===== config.mk =====
export PLATFORM = sky130hd
export DESIGN_NAME = sclc_top
export DESIGN_NICKNAME = d
export VERILOG_FILES = /design/src/rtl/sclc_pkg.sv /design/src/rtl/sclc_div.sv /design/src/rtl/sclc_top.sv
export VERILOG_INCLUDE_DIRS = /design/src /design/src/rtl
export SDC_FILE = /design/constraint.sdc
export NUM_CORES = 1
export LEC_CHECK = 0
export BUFFER_PORTS_ARGS = -buffer_cell sky130_fd_sc_hd__buf_2
export CELL_PAD_IN_SITES_DETAIL_PLACEMENT = 0
export CELL_PAD_IN_SITES_GLOBAL_PLACEMENT = 1
export CORE_ASPECT_RATIO = 0.7
export CORE_UTILIZATION = 44
export DETAILED_ROUTE_END_ITERATION = 16
export PLACE_DENSITY_LB_ADDON = 0.15
export SKIP_CTS_REPAIR_TIMING = 1
export SYNTH_ARGS = -nofsm -noshare
export SYNTH_HDL_FRONTEND = slang
export SYNTH_SLANG_ARGS = --single-unit

===== constraint.sdc =====
create_clock -name core_clk -period 4.63 [get_ports core_clk]
set_input_delay 0.463 -clock core_clk [delete_from_list [all_inputs] [get_ports core_clk]]
set_output_delay 0.463 -clock core_clk [all_outputs]
set_load 0.01 [all_outputs]

===== src/rtl/sclc_params.svh =====
// Field positions, reset values and codes of the channel clock and line register
`ifndef SCLC_PARAMS_SVH
`define SCLC_PARAMS_SVH

// ------------------------------------------------------------
// Register placement (channel 0 byte offset)
// ------------------------------------------------------------
`define SCLC_CFG_OFFSET     12'h15C

// ------------------------------------------------------------
// Field positions
// ------------------------------------------------------------
`define SCLC_X4_BIT         14
`define SCLC_RXINV_BIT      13
`define SCLC_TXINV_BIT      12
`define SCLC_RCS_HI         11
`define SCLC_RCS_LO         10
`define SCLC_TCS_HI         9
`define SCLC_TCS_LO         7
`define SCLC_BCS_HI         6
`define SCLC_BCS_LO         4
`define SCLC_CLOCK_ON_RTS_ENABLE_BIT     3
`define SCLC_MODE_HI        2
`define SCLC_MODE_LO        0

// ------------------------------------------------------------
// Reset values
// ------------------------------------------------------------
`define SCLC_RCS_RST        2'h0
`define SCLC_TCS_RST        3'h0
`define SCLC_BCS_RST        3'h0
`define SCLC_MODE_RST       3'h7

// ------------------------------------------------------------
// Field codes
// ------------------------------------------------------------
`define SCLC_RCS_BAUD       2'h0
`define SCLC_RCS_RXPIN      2'h1
`define SCLC_RCS_DPLL       2'h2
`define SCLC_TCS_BAUD       3'h0
`define SCLC_TCS_RXPIN      3'h1
`define SCLC_TCS_TXPIN      3'h2
`define SCLC_TCS_DPLL       3'h3
`define SCLC_TCS_BAUD16     3'h4
`define SCLC_BCS_OSC1       3'h0
`define SCLC_BCS_OSC2       3'h1
`define SCLC_BCS_OSC3       3'h2
`define SCLC_BCS_RXPIN      3'h3
`define SCLC_BCS_TXPIN      3'h4
`define SCLC_MODE_V35       3'h4
`define SCLC_MODE_V28       3'h6
`define SCLC_MODE_HIZ       3'h7

// ------------------------------------------------------------
// Counts
// ------------------------------------------------------------
`define SCLC_BAUD_DIV       16
`define SCLC_WORD_BITS      32

`endif


===== src/rtl/sclc_pkg.sv =====
// Types shared by the channel clock and line configuration block
package sclc_pkg;

	// ------------------------------------------------------------
	// Line electrical standard
	// ------------------------------------------------------------
	typedef enum logic [1:0] {
		SCLC_LINE_V11,
		SCLC_LINE_V35,
		SCLC_LINE_V28,
		SCLC_LINE_HIZ
	} sclc_line_t;

endpackage


===== src/rtl/sclc_div.sv =====
// Edge counting divider giving a level at an even fraction of its input
`timescale 1ns/1ps
module sclc_div #(
	parameter int DIV = 16
) (
	input  wire logic core_clk,
	input  wire logic rst_n,
	input  wire logic edge_en,
	output logic      div_q
);

	localparam int HALF = DIV / 2;
	localparam int CW   = $clog2(HALF) + 1;

	logic [CW-1:0] cnt_q;

	// ------------------------------------------------------------
	// Toggle every half period of rising input edges
	// ------------------------------------------------------------
	always_ff @(posedge core_clk) begin
		if (!rst_n) begin
			cnt_q <= '0;
			div_q <= 1'b0;
		end else if (edge_en) begin
			if (cnt_q == CW'(HALF - 1)) begin
				cnt_q <= '0;
				div_q <= ~div_q;
			end else begin
				cnt_q <= cnt_q + CW'(1);
			end
		end
	end

endmodule


===== src/rtl/sclc_top.sv =====
// Channel clock selection, clock polarity, line mode and byte order logic
//
// Contract
// RULE_01: Uninverted receive clock samples on falling edge
// RULE_02: Inverted receive clock samples on rising edge
// RULE_03: Uninverted transmit clock launches on rising edge
// RULE_04: Inverted transmit clock launches on falling edge
// RULE_05: Two-bit field picks receiver clock, resets zero
// RULE_06: Three-bit field picks transmitter clock source
// RULE_07: Software clears pin enable before using pin
// RULE_08: Three-bit field picks baud generator source
// RULE_09: Transmit clock drives request-to-send when enabled
// RULE_10: Mode field in bits 2:0, resets 111
// RULE_11: Modes pick V.11, V.28 or high impedance
// RULE_12: Mode 100 gives V.35 data, V.28 handshake
// RULE_13: Software keeps multiplier input 4.5 to 28 MHz
// RULE_14: Host bytes are little-endian on data lanes
// RULE_15: Lower transmit bytes are sent first
// RULE_16: Earlier received bytes stored at lower positions
// RULE_17: Multiply bit scales baud input by four
`timescale 1ns/1ps
`include "sclc_params.svh"
module sclc_top
	import sclc_pkg::*;
#(
	parameter int WORD_BITS = `SCLC_WORD_BITS,
	parameter int BAUD_DIV  = `SCLC_BAUD_DIV
) (
	input  wire logic                 core_clk,
	input  wire logic                 rst_n,
	input  wire logic                 reg_wr_en,
	input  wire logic                 reg_rd_en,
	input  wire logic [3:0]           reg_be,
	input  wire logic [31:0]          reg_wdata,
	output logic      [31:0]          reg_rdata,
	input  wire logic                 osc1_clk,
	input  wire logic                 osc2_clk,
	input  wire logic                 osc3_clk,
	input  wire logic                 baud_gen_out,
	input  wire logic                 dpll_rx_clk,
	input  wire logic                 dpll_tx_clk,
	input  wire logic                 rx_clock_pin,
	input  wire logic                 tx_clock_pin_in,
	output logic                      tx_clock_pin_out,
	output logic                      tx_clock_pin_output_enable,
	input  wire logic                 tx_clk_oe_req,
	input  wire logic                 rts_req,
	output logic                      rts_pin,
	input  wire logic                 rx_data,
	output logic                      tx_data,
	input  wire logic [WORD_BITS-1:0] tx_word,
	input  wire logic                 tx_word_valid,
	output logic                      tx_word_ready,
	output logic      [WORD_BITS-1:0] rx_word,
	output logic                      rx_word_valid,
	output logic                      baud_src_clk,
	output logic                      times_four_multiply,
	output sclc_line_t                line_data_std,
	output sclc_line_t                line_hs_std,
	output logic                      line_drv_enable
);

	localparam int CW = $clog2(WORD_BITS);

	// ------------------------------------------------------------
	// Configuration fields
	// ------------------------------------------------------------
	logic       x4_q;
	logic       rx_inv_q;
	logic       tx_inv_q;
	logic [1:0] rx_sel_q;
	logic [2:0] tx_sel_q;
	logic [2:0] bcs_q;
	logic       rts_clk_q;
	logic [2:0] mode_q;

	// Byte 0 sits on data bits 7:0, byte 1 on 15:8
	always_ff @(posedge core_clk) begin
		if (!rst_n) begin
			x4_q      <= 1'b0;
			rx_inv_q  <= 1'b0;
			tx_inv_q  <= 1'b0;
			rx_sel_q  <= `SCLC_RCS_RST; // RULE_05
			tx_sel_q  <= `SCLC_TCS_RST;
			bcs_q     <= `SCLC_BCS_RST;
			rts_clk_q <= 1'b0;
			mode_q    <= `SCLC_MODE_RST; // RULE_10
		end else if (reg_wr_en) begin
			if (reg_be[0]) begin // RULE_14
				tx_sel_q[0] <= reg_wdata[`SCLC_TCS_LO];
				bcs_q       <= reg_wdata[`SCLC_BCS_HI:`SCLC_BCS_LO];
				rts_clk_q   <= reg_wdata[`SCLC_CLOCK_ON_RTS_ENABLE_BIT];
				mode_q      <= reg_wdata[`SCLC_MODE_HI:`SCLC_MODE_LO];
			end
			if (reg_be[1]) begin // RULE_14
				x4_q          <= reg_wdata[`SCLC_X4_BIT];
				rx_inv_q      <= reg_wdata[`SCLC_RXINV_BIT];
				tx_inv_q      <= reg_wdata[`SCLC_TXINV_BIT];
				rx_sel_q      <= reg_wdata[`SCLC_RCS_HI:`SCLC_RCS_LO];
				tx_sel_q[2:1] <= reg_wdata[`SCLC_TCS_HI:`SCLC_TCS_LO+1];
			end
		end
	end

	// Bits outside this block's fields read as zero
	always_ff @(posedge core_clk) begin
		if (!rst_n) begin
			reg_rdata <= 32'h0;
		end else if (reg_rd_en) begin
			reg_rdata <= {17'h0, x4_q, rx_inv_q, tx_inv_q, rx_sel_q, tx_sel_q,
				bcs_q, rts_clk_q, mode_q};
		end
	end

	// ------------------------------------------------------------
	// Clock source selection
	// ------------------------------------------------------------
	logic baud_q;
	logic div16_q;
	logic rx_raw;
	logic tx_raw;
	logic rx_raw_q;
	logic tx_raw_q;

	always_ff @(posedge core_clk) begin
		if (!rst_n) begin
			baud_q <= 1'b0;
		end else begin
			baud_q <= baud_gen_out;
		end
	end

	sclc_div #(
		.DIV (BAUD_DIV)
	) u_div16 (
		.core_clk (core_clk),
		.rst_n    (rst_n),
		.edge_en  (baud_gen_out & ~baud_q),
		.div_q    (div16_q)
	);

	// Reserved codes give a still clock, so nothing shifts
	always_comb begin
		if (rx_sel_q == `SCLC_RCS_BAUD) begin // RULE_05
			rx_raw = baud_gen_out;
		end else if (rx_sel_q == `SCLC_RCS_RXPIN) begin
			rx_raw = rx_clock_pin;
		end else if (rx_sel_q == `SCLC_RCS_DPLL) begin
			rx_raw = dpll_rx_clk;
		end else begin
			rx_raw = 1'b0;
		end
	end

	// Pin code relies on software having turned the pin to input
	always_comb begin
		if (tx_sel_q == `SCLC_TCS_BAUD) begin // RULE_06
			tx_raw = baud_gen_out;
		end else if (tx_sel_q == `SCLC_TCS_RXPIN) begin
			tx_raw = rx_clock_pin;
		end else if (tx_sel_q == `SCLC_TCS_TXPIN) begin // RULE_07
			tx_raw = tx_clock_pin_in;
		end else if (tx_sel_q == `SCLC_TCS_DPLL) begin
			tx_raw = dpll_tx_clk;
		end else if (tx_sel_q == `SCLC_TCS_BAUD16) begin
			tx_raw = div16_q;
		end else begin
			tx_raw = 1'b0;
		end
	end

	always_ff @(posedge core_clk) begin
		if (!rst_n) begin
			baud_src_clk <= 1'b0;
		end else if (bcs_q == `SCLC_BCS_OSC1) begin // RULE_08
			baud_src_clk <= osc1_clk;
		end else if (bcs_q == `SCLC_BCS_OSC2) begin
			baud_src_clk <= osc2_clk;
		end else if (bcs_q == `SCLC_BCS_OSC3) begin
			baud_src_clk <= osc3_clk;
		end else if (bcs_q == `SCLC_BCS_RXPIN) begin
			baud_src_clk <= rx_clock_pin;
		end else if (bcs_q == `SCLC_BCS_TXPIN) begin
			baud_src_clk <= tx_clock_pin_in;
		end else begin
			baud_src_clk <= 1'b0;
		end
	end

	// The multiplier itself is analog; this only steers it
	always_ff @(posedge core_clk) begin
		if (!rst_n) begin
			times_four_multiply <= 1'b0;
		end else begin
			times_four_multiply <= x4_q; // RULE_17
		end
	end

	// ------------------------------------------------------------
	// Edge detection with polarity
	// ------------------------------------------------------------
	logic rx_sample;
	logic tx_launch;

	always_ff @(posedge core_clk) begin
		if (!rst_n) begin
			rx_raw_q <= 1'b0;
			tx_raw_q <= 1'b0;
		end else begin
			rx_raw_q <= rx_raw;
			tx_raw_q <= tx_raw;
		end
	end

	assign rx_sample = rx_inv_q ? (~rx_raw_q & rx_raw) : (rx_raw_q & ~rx_raw); // RULE_01 RULE_02
	assign tx_launch = tx_inv_q ? (tx_raw_q & ~tx_raw) : (~tx_raw_q & tx_raw); // RULE_03 RULE_04

	// ------------------------------------------------------------
	// Receive word assembly
	// ------------------------------------------------------------
	logic [WORD_BITS-1:0] rx_sr_q;
	logic [CW-1:0]        rx_cnt_q;

	// Shifting in from the top puts the first byte in the low lane
	always_ff @(posedge core_clk) begin
		if (!rst_n) begin
			rx_sr_q       <= '0;
			rx_cnt_q      <= '0;
			rx_word       <= '0;
			rx_word_valid <= 1'b0;
		end else begin
			rx_word_valid <= 1'b0;
			if (rx_sample) begin
				rx_sr_q  <= {rx_data, rx_sr_q[WORD_BITS-1:1]}; // RULE_16
				rx_cnt_q <= rx_cnt_q + CW'(1);
				if (rx_cnt_q == CW'(WORD_BITS - 1)) begin
					rx_word       <= {rx_data, rx_sr_q[WORD_BITS-1:1]};
					rx_word_valid <= 1'b1;
				end
			end
		end
	end

	// ------------------------------------------------------------
	// Transmit word serializer
	// ------------------------------------------------------------
	logic [WORD_BITS-1:0] tx_sr_q;
	logic [CW-1:0]        tx_cnt_q;

	always_ff @(posedge core_clk) begin
		if (!rst_n) begin
			tx_sr_q       <= '0;
			tx_cnt_q      <= '0;
			tx_data       <= 1'b1;
			tx_word_ready <= 1'b1;
		end else if (tx_word_ready) begin
			if (tx_word_valid) begin
				tx_sr_q       <= tx_word;
				tx_word_ready <= 1'b0;
			end
		end else if (tx_launch) begin
			tx_data  <= tx_sr_q[0]; // RULE_15
			tx_sr_q  <= {1'b0, tx_sr_q[WORD_BITS-1:1]};
			tx_cnt_q <= tx_cnt_q + CW'(1);
			if (tx_cnt_q == CW'(WORD_BITS - 1)) begin
				tx_word_ready <= 1'b1;
			end
		end
	end

	// ------------------------------------------------------------
	// Pins and line mode
	// ------------------------------------------------------------
	function automatic sclc_line_t line_std(input logic [2:0] mode, input logic hs);
		if (mode == `SCLC_MODE_HIZ) begin
			line_std = SCLC_LINE_HIZ;
		end else if (mode == `SCLC_MODE_V28) begin
			line_std = SCLC_LINE_V28;
		end else if (mode == `SCLC_MODE_V35) begin
			line_std = hs ? SCLC_LINE_V28 : SCLC_LINE_V35;
		end else begin
			line_std = SCLC_LINE_V11;
		end
	endfunction

	always_ff @(posedge core_clk) begin
		if (!rst_n) begin
			line_data_std   <= SCLC_LINE_HIZ;
			line_hs_std     <= SCLC_LINE_HIZ;
			line_drv_enable <= 1'b0;
		end else begin
			line_data_std   <= line_std(mode_q, 1'b0); // RULE_11 RULE_12
			line_hs_std     <= line_std(mode_q, 1'b1); // RULE_11 RULE_12
			line_drv_enable <= (mode_q != `SCLC_MODE_HIZ); // RULE_11
		end
	end

	always_ff @(posedge core_clk) begin
		if (!rst_n) begin
			rts_pin                    <= 1'b0;
			tx_clock_pin_out           <= 1'b0;
			tx_clock_pin_output_enable <= 1'b0;
		end else begin
			rts_pin                    <= rts_clk_q ? tx_raw : rts_req; // RULE_09
			tx_clock_pin_out           <= tx_raw;
			tx_clock_pin_output_enable <= tx_clk_oe_req & (mode_q != `SCLC_MODE_HIZ);
		end
	end
endmodule


# [Yosys cells after proc, flatten, opt, wreduce, memory -nomap -nowiden]
# Index checks and enable logic that the tools add are counted.
[classes] div_mod_pow=0 n_reduce_logical=13 muxes=29 eq_ne=18 n_lt_le_gt_ge=0 n_bitwise=14 mul=0 n_addsub=3 n_shift=0
[op_table] operator="2-to-1 mux 32 bit" n=3
[op_table] operator="2-to-1 mux 1 bit" n=24
[op_table] operator="equality test 3 bit, second input constant" n=5
[op_table] operator="AND reduction 2 bit" n=7
[op_table] operator="equality test 3 x 2 -> 1 bit, second input constant" n=4
[op_table] operator="adder 5 x 1 -> 5 bit, second input constant" n=2
[op_table] operator="equality test 5 bit, second input constant" n=2
[op_table] operator="NOT 1 bit" n=8
[op_table] operator="bitwise AND 1 bit" n=6
[op_table] operator="equality test 3 x 1 -> 1 bit, second input constant" n=2
[op_table] operator="logical NOT 3 bit" n=2
[op_table] operator="adder 4 x 1 -> 4 bit, second input constant" n=1
[op_table] operator="equality test 4 x 3 -> 1 bit, second input constant" n=1
[op_table] operator="2-to-1 mux 4 bit" n=1
[op_table] operator="!= test 3 bit, second input constant" n=1
[op_table] operator="OR reduction 3 bit" n=1
[op_table] operator="equality test 2 x 1 -> 1 bit, second input constant" n=1
[op_table] operator="equality test 2 bit, second input constant" n=1
[op_table] operator="logical NOT 2 bit" n=1
[op_table] operator="2-to-1 mux 2 bit" n=1
[op_table] operator="!= test 2 bit, second input constant" n=1
[op_table] operator="nonzero test 2 bit" n=1
[op_table] operator="OR reduction 2 bit" n=1
[totals] input_bits=84 rom_bits=0 reg_bits=156 output_inout_bits=77 mem_bits_rw=0 memories=0 latchBits=0

# [Depth between registers and ports, before layout]
[depth] word_depth=11 mapped_depth=8

# [Cells and area by module]
# A second synthesis with hierarchy kept.
[hier_totals] hier_cells=850 hier_area_um2=7335.8
[modules_own_cells] module="sclc_top" cells_each=827 seq_area_each_um2=3002.9 area_per_inst_um2=7104.3 instances=1
[modules_own_cells] module="sclc_div" cells_each=23 seq_area_each_um2=100.1 area_per_inst_um2=231.5 instances=1

# [Least setup slack after synthesis]
# OpenSTA, ideal clock, no wires.
[synth_timing] path_type="input to register" from="input port tx_clock_pin_in" to="register tx_sr_q[1]" arrival_ps=1750 cell_stages=6 path_buffers=1 slack_ps=2794 cell_sequence="mux2i_1 o31ai_4 mux2i_4 nor2_4 buf_12 a221oi_2"
[synth_via] elab_chain_cells=8 word_cells_on_any_way=9 cone_classes="mux (4); bitwise (3); reduce/logical (2)"
[synth_rtl] element="from (decl)" line_no="sclc_top.sv:43" text="input wire logic tx_clock_pin_in,"
[synth_rtl] element="2-to-1 mux 1 bit *" line_no="sclc_top.sv:161" text="end else if (tx_sel_q == `SCLC_TCS_TXPIN) begin"
[synth_rtl] element="2-to-1 mux 1 bit *" line_no="sclc_top.sv:159" text="end else if (tx_sel_q == `SCLC_TCS_RXPIN) begin"
[synth_rtl] element="2-to-1 mux 1 bit *" line_no="sclc_top.sv:157" text="if (tx_sel_q == `SCLC_TCS_BAUD) begin"
[synth_rtl] element="NOT 1 bit" line_no="sclc_top.sv:216" text="assign tx_launch = tx_inv_q ? (tx_raw_q & ~tx_raw) : (~tx_raw_q & tx_raw);"
[synth_rtl] element="bitwise AND 1 bit" line_no="sclc_top.sv:216"
[synth_rtl] element="2-to-1 mux 1 bit *" line_no="sclc_top.sv:216"
[synth_rtl] element="nonzero test 2 bit (no source line) *"
[synth_rtl] element="AND reduction 2 bit (no source line) *"
[synth_rtl] element="to (signal assigned)" line_no="sclc_top.sv:258" text="tx_sr_q <= tx_word;"
[synth_rtl] element="to (signal assigned)" line_no="sclc_top.sv:263" text="tx_sr_q <= {1'b0, tx_sr_q[WORD_BITS-1:1]};"
[synth_rtl] element="to (decl)" line_no="sclc_top.sv:247" text="logic [WORD_BITS-1:0] tx_sr_q;"
# Every way passes the cells marked *; elsewhere a longest branch is shown, timed or not.
# A chain may end at the register's enable or synchronous reset.

# [Final worst setup path]
[layout_timing] from="register rx_cnt_q[0]" to="register rx_word[16]"
[layout_via] elab_chain_cells=2
[layout_rtl] element="from (decl)" line_no="sclc_top.sv:222" text="logic [CW-1:0] rx_cnt_q;"
[layout_rtl] element="from (signal assigned)" line_no="sclc_top.sv:235" text="rx_cnt_q <= rx_cnt_q + CW'(1);"
[layout_rtl] element="equality test 5 bit" line_no="sclc_top.sv:236" text="if (rx_cnt_q == CW'(WORD_BITS - 1)) begin"
[layout_rtl] element="AND reduction 2 bit (no source line)"
[layout_rtl] element="to (signal assigned)" line_no="sclc_top.sv:237" text="rx_word <= {rx_data, rx_sr_q[WORD_BITS-1:1]};"
[layout_rtl] element="to (decl)" line_no="sclc_top.sv:54" text="output logic [WORD_BITS-1:0] rx_word,"
# No other way between the ends.

==> results.py <==
metrics = {
    "status": {
        "outcome": "finished, final reports clean",
    },
    "floorplan": {
        "start_util_pct": 45.2,
        "die_h_um": 110,
        "die_area_um2": 17300,
        "io_pins": 161,
        "core_area_um2": 16300,
        "die_w_um": 157,
        "rows": 39,
    },
    "synthesis": {
        "muxShareOfSynthArea_pct": 9.21,
        "synthAdderAreaFrac_pct": 0.847,
        "synth_seq_cells": 155,
        "yosysSeqAreaShare_pct": 42.0,
        "syn_avg_cell_area_um2": 8.79,
        "synth.distinct_cells": 54,
        "synth_compound_area_share_pct": 18.6,
        "netlist_instances": 841,
        "synth_xor_area_share_pct": 0.474,
        "ys_warn_count": 0,
        "synth_top_family_by_area": "simple AND/OR/NAND/NOR gates",
        "syn-cell-area_um2": 7390,
        "synth-simple-area-share_pct": 21.8,
    },
    "clock_network": {
        "cts_buffers": 17,
        "tritoncts": "built",
        "clkLatencyLatePin_ns": 0.43,
        "ctsHtreeMaxLevel": 4,
        "clkTransAtPathRegs_ns": 0.06,
        "clk_path_buf_depth": 2,
        "clockRootBuffer": "clkbuf_16",
        "clock-sinks": 155,
    },
    "place": {
        "io_buffer_count": 124,
        "post-dp-hpwl_mm": 11.2,
        "gp_congestion": 0.803,
        "placed_area_um2": 7990,
    },
    "routing": {
        "vias_per_cell": 5.49,
        "drc": 0,
        "drtAntennaViolNets": 0,
        "post_drt_wl_per_cell_um": 15.8,
        "drt_iter0_drc": 443,
        "drt_first_pass_iters": 5,
        "routed_wl_mm": 18.4,
        "num_vias": 6371,
    },
    "sta": {
        "max_freq_mhz": 314,
        "slew_viol_final": 0,
        "fin_worst_skew_ns": 0.00797,
        "layout_worst_path_cycle_share_pct": 68.9,
        "setup_violations": 0,
        "hold_slack_ns": 0.254,
        "tightestPinTransition_ns": 1.11,
        "period_minus_slack_ns": 3.19,
        "relSlewSlack_pct": 26.0,
        "tns_ns": 0,
        "grt_setup_unrepaired": "no",
        "final_hold_viol_count": 0,
    },
    "setup_path": {
        "critical-path-slowest-cell": "a21o_1",
        "path_max_fanout": 66,
        "crit_required_ns": 4.95,
        "cp.arrival_ns": 3.51,
        "cpMostUsedCell": "ha_1",
        "path_cells": "ha_1 -> and3_1 -> ha_1 -> buf_4 -> nor2b_1 -> a21o_1 -> o21ai_0 -> nor4_1",
        "max_stage_delay_ns": 0.88,
        "path_class": "reg -> reg",
        "path_buf_inv": 1,
        "crit_path_end_kind": "flop",
        "start_kind": "flop",
        "cp_top_family": "compound AO/OA/AOI/OAI gates",
    },
    "global_routing": {
        "grt_max_degree": 90,
        "grt_usage_pct": 22.0,
        "first_global_vias": 6179,
        "grt_pass1_wl_mm": 30.4,
        "antenna_found_initial": 0,
        "grt-ovfl-total": 0,
    },
    "finish": {
        "fillers": 1544,
        "antenna_cells": 0,
        "area_growth_pct": 16.5,
        "design_area_um2": 8610,
        "final_util_pct": 52.6,
        "drive_gt1_share_pct": 23.7,
        "nets": 1012,
    },
    "power": {
        "vdd_drop_max_v": 0.000236,
        "power.leakage_uw": 0.00338,
        "power_uw": 3230,
        "power_density_nw_per_um2": 375,
    },
    "hold_path": {
        "holdCritPathClass": "in -> reg",
    },
    "run": {
        "drv_cap": 0,
    },
}
-- power breakdown --
group	internal [uW]	switching (uW)	leakage, uW
registers	1390	34.8	0.00126
clock network	880	579	0.000296
logic	129	217	0.00182
total	2400	830	0.00338
-- stage by stage --
step	setup WS [ns]	instances
after global routing	1.12	1161
final	1.44	1161
after CTS	1.44	1161
after global placement	1.63	1129
after floorplan	2.79	857
after detailed placement	1.46	1129
-- layout by cell type (no fill, tap or decap), types with 25 or more instances in the layout --
cell	synthesis	layout
nand2_1	113	113
o21ai_0	68	68
nor3_1	49	49
a21oi_1	33	33
nor3b_1	34	34
nor4_1	32	32
buf_2	15	123
dfxtp_1	155	155
mux2_2	33	33
a21boi_0	42	42
mux2i_1	25	25
-- final timing paths --
| path | slack (ns) | startpoint | to | depth (start not counted) |
|---|---|---|---|---|
| max | 1.44 | rx_cnt_q[0]$_SDFFE_PN0P_ | rx_word[16]$_SDFFE_PN0P_ | 8 |
| min reg2reg | 0.47 | tx_cnt_q[3]$_SDFFE_PN0P_ | tx_cnt_q[3]$_SDFFE_PN0P_ | 2 |
| min | 0.25 | reg_wdata[1] | mode_q[1]$_SDFFE_PN1P_ | 3 |
| max reg2reg | 1.44 | rx_cnt_q[0]$_SDFFE_PN0P_ | rx_word[16]$_SDFFE_PN0P_ | 8 |
-- metal layers --
layer	vias to the layer above	part of all wire (%)	GRT usage, %
met1	3046	49	30.8
met4	0	0.95	6.73
li1	3119	-	-
met3	14	5.7	4.87
met5	-	0	0
met2	192	44	33.6
-- sequential cells by signal (all words and copies together) (netlist names), 4 cells and up --
register / count
u_div16.cnt_q: 4
tx_cnt_q: 5
tx_sr_q: 32
rx_cnt_q: 5
rx_sr_q: 31
rx_word: 32
reg_rdata: 15
-- cells in the mapped netlist (all sizes together) --
master,n,area share (%)
dfxtp,155,42
nand2,113,5.7
o21ai,69,4.7
a21boi,49,5.0
nor3,49,3.3
clkbuf,44,2.2
buf,42,3.9
a21oi,34,2.5
nor3b,34,3.5
mux2,33,5.0
nor4,32,2.7
mux2i,27,3.9
nor2,24,1.3
nor2b,22,1.9
inv,18,0.91
a221oi,15,2.6
a311oi,15,1.8
nand3,14,0.95
and2,7,0.59
ha,5,0.85
nand2b,5,0.42
and3,4,0.34
xnor2,4,0.47
a21o,3,0.30
o31ai,3,0.68
or3,3,0.32
nand3b,2,0.20
nand4,2,0.17
o21a,2,0.20
o22ai,2,0.25
a211oi,1,0.10
clkinv,1,0.051
conb,1,0.051
mux4,1,0.30
nand4bb,1,0.22
o2111a,1,0.15
o211a,1,0.14
o211ai,1,0.10
o21bai,1,0.10
or4b,1,0.14
-- final cells by class --
cell class	count	area (um2)	area share, %
Clock buffer	19	453	5.26
Multi-Input combinational cell	597	3840	44.6
Timing Repair Buffer	133	691	8.03
Sequential cell	155	3100	36.1
Tap cell	225	282	3.27
Inverter	19	71.3	0.829
Clock inverter	13	166	1.93
-- worst register-to-register path, stage by stage (launching register included) --
cell and delay, ns:
dfxtp_1 0.38, ha_1 0.19, and3_1 0.16, ha_1 0.13, buf_4 0.46, nor2b_1 0.30
a21o_1 0.88, o21ai_0 0.24, nor4_1 0.34
-- logic make-up (layout without fill, tap and decap cells) --
group | count (synthesis) | in the layout
DFF | 155 | 155
muxes | 61 | 61
adders and majority gates | 5 | 5
xor gates and xnor gates | 4 | 4
and+or+nand+nor | 313 | 313
AOI/OAI and AO/OA | 197 | 197
buffers and inverters | 105 | 184
other | 1 | 17
Power figures use the tool's default switching activity.
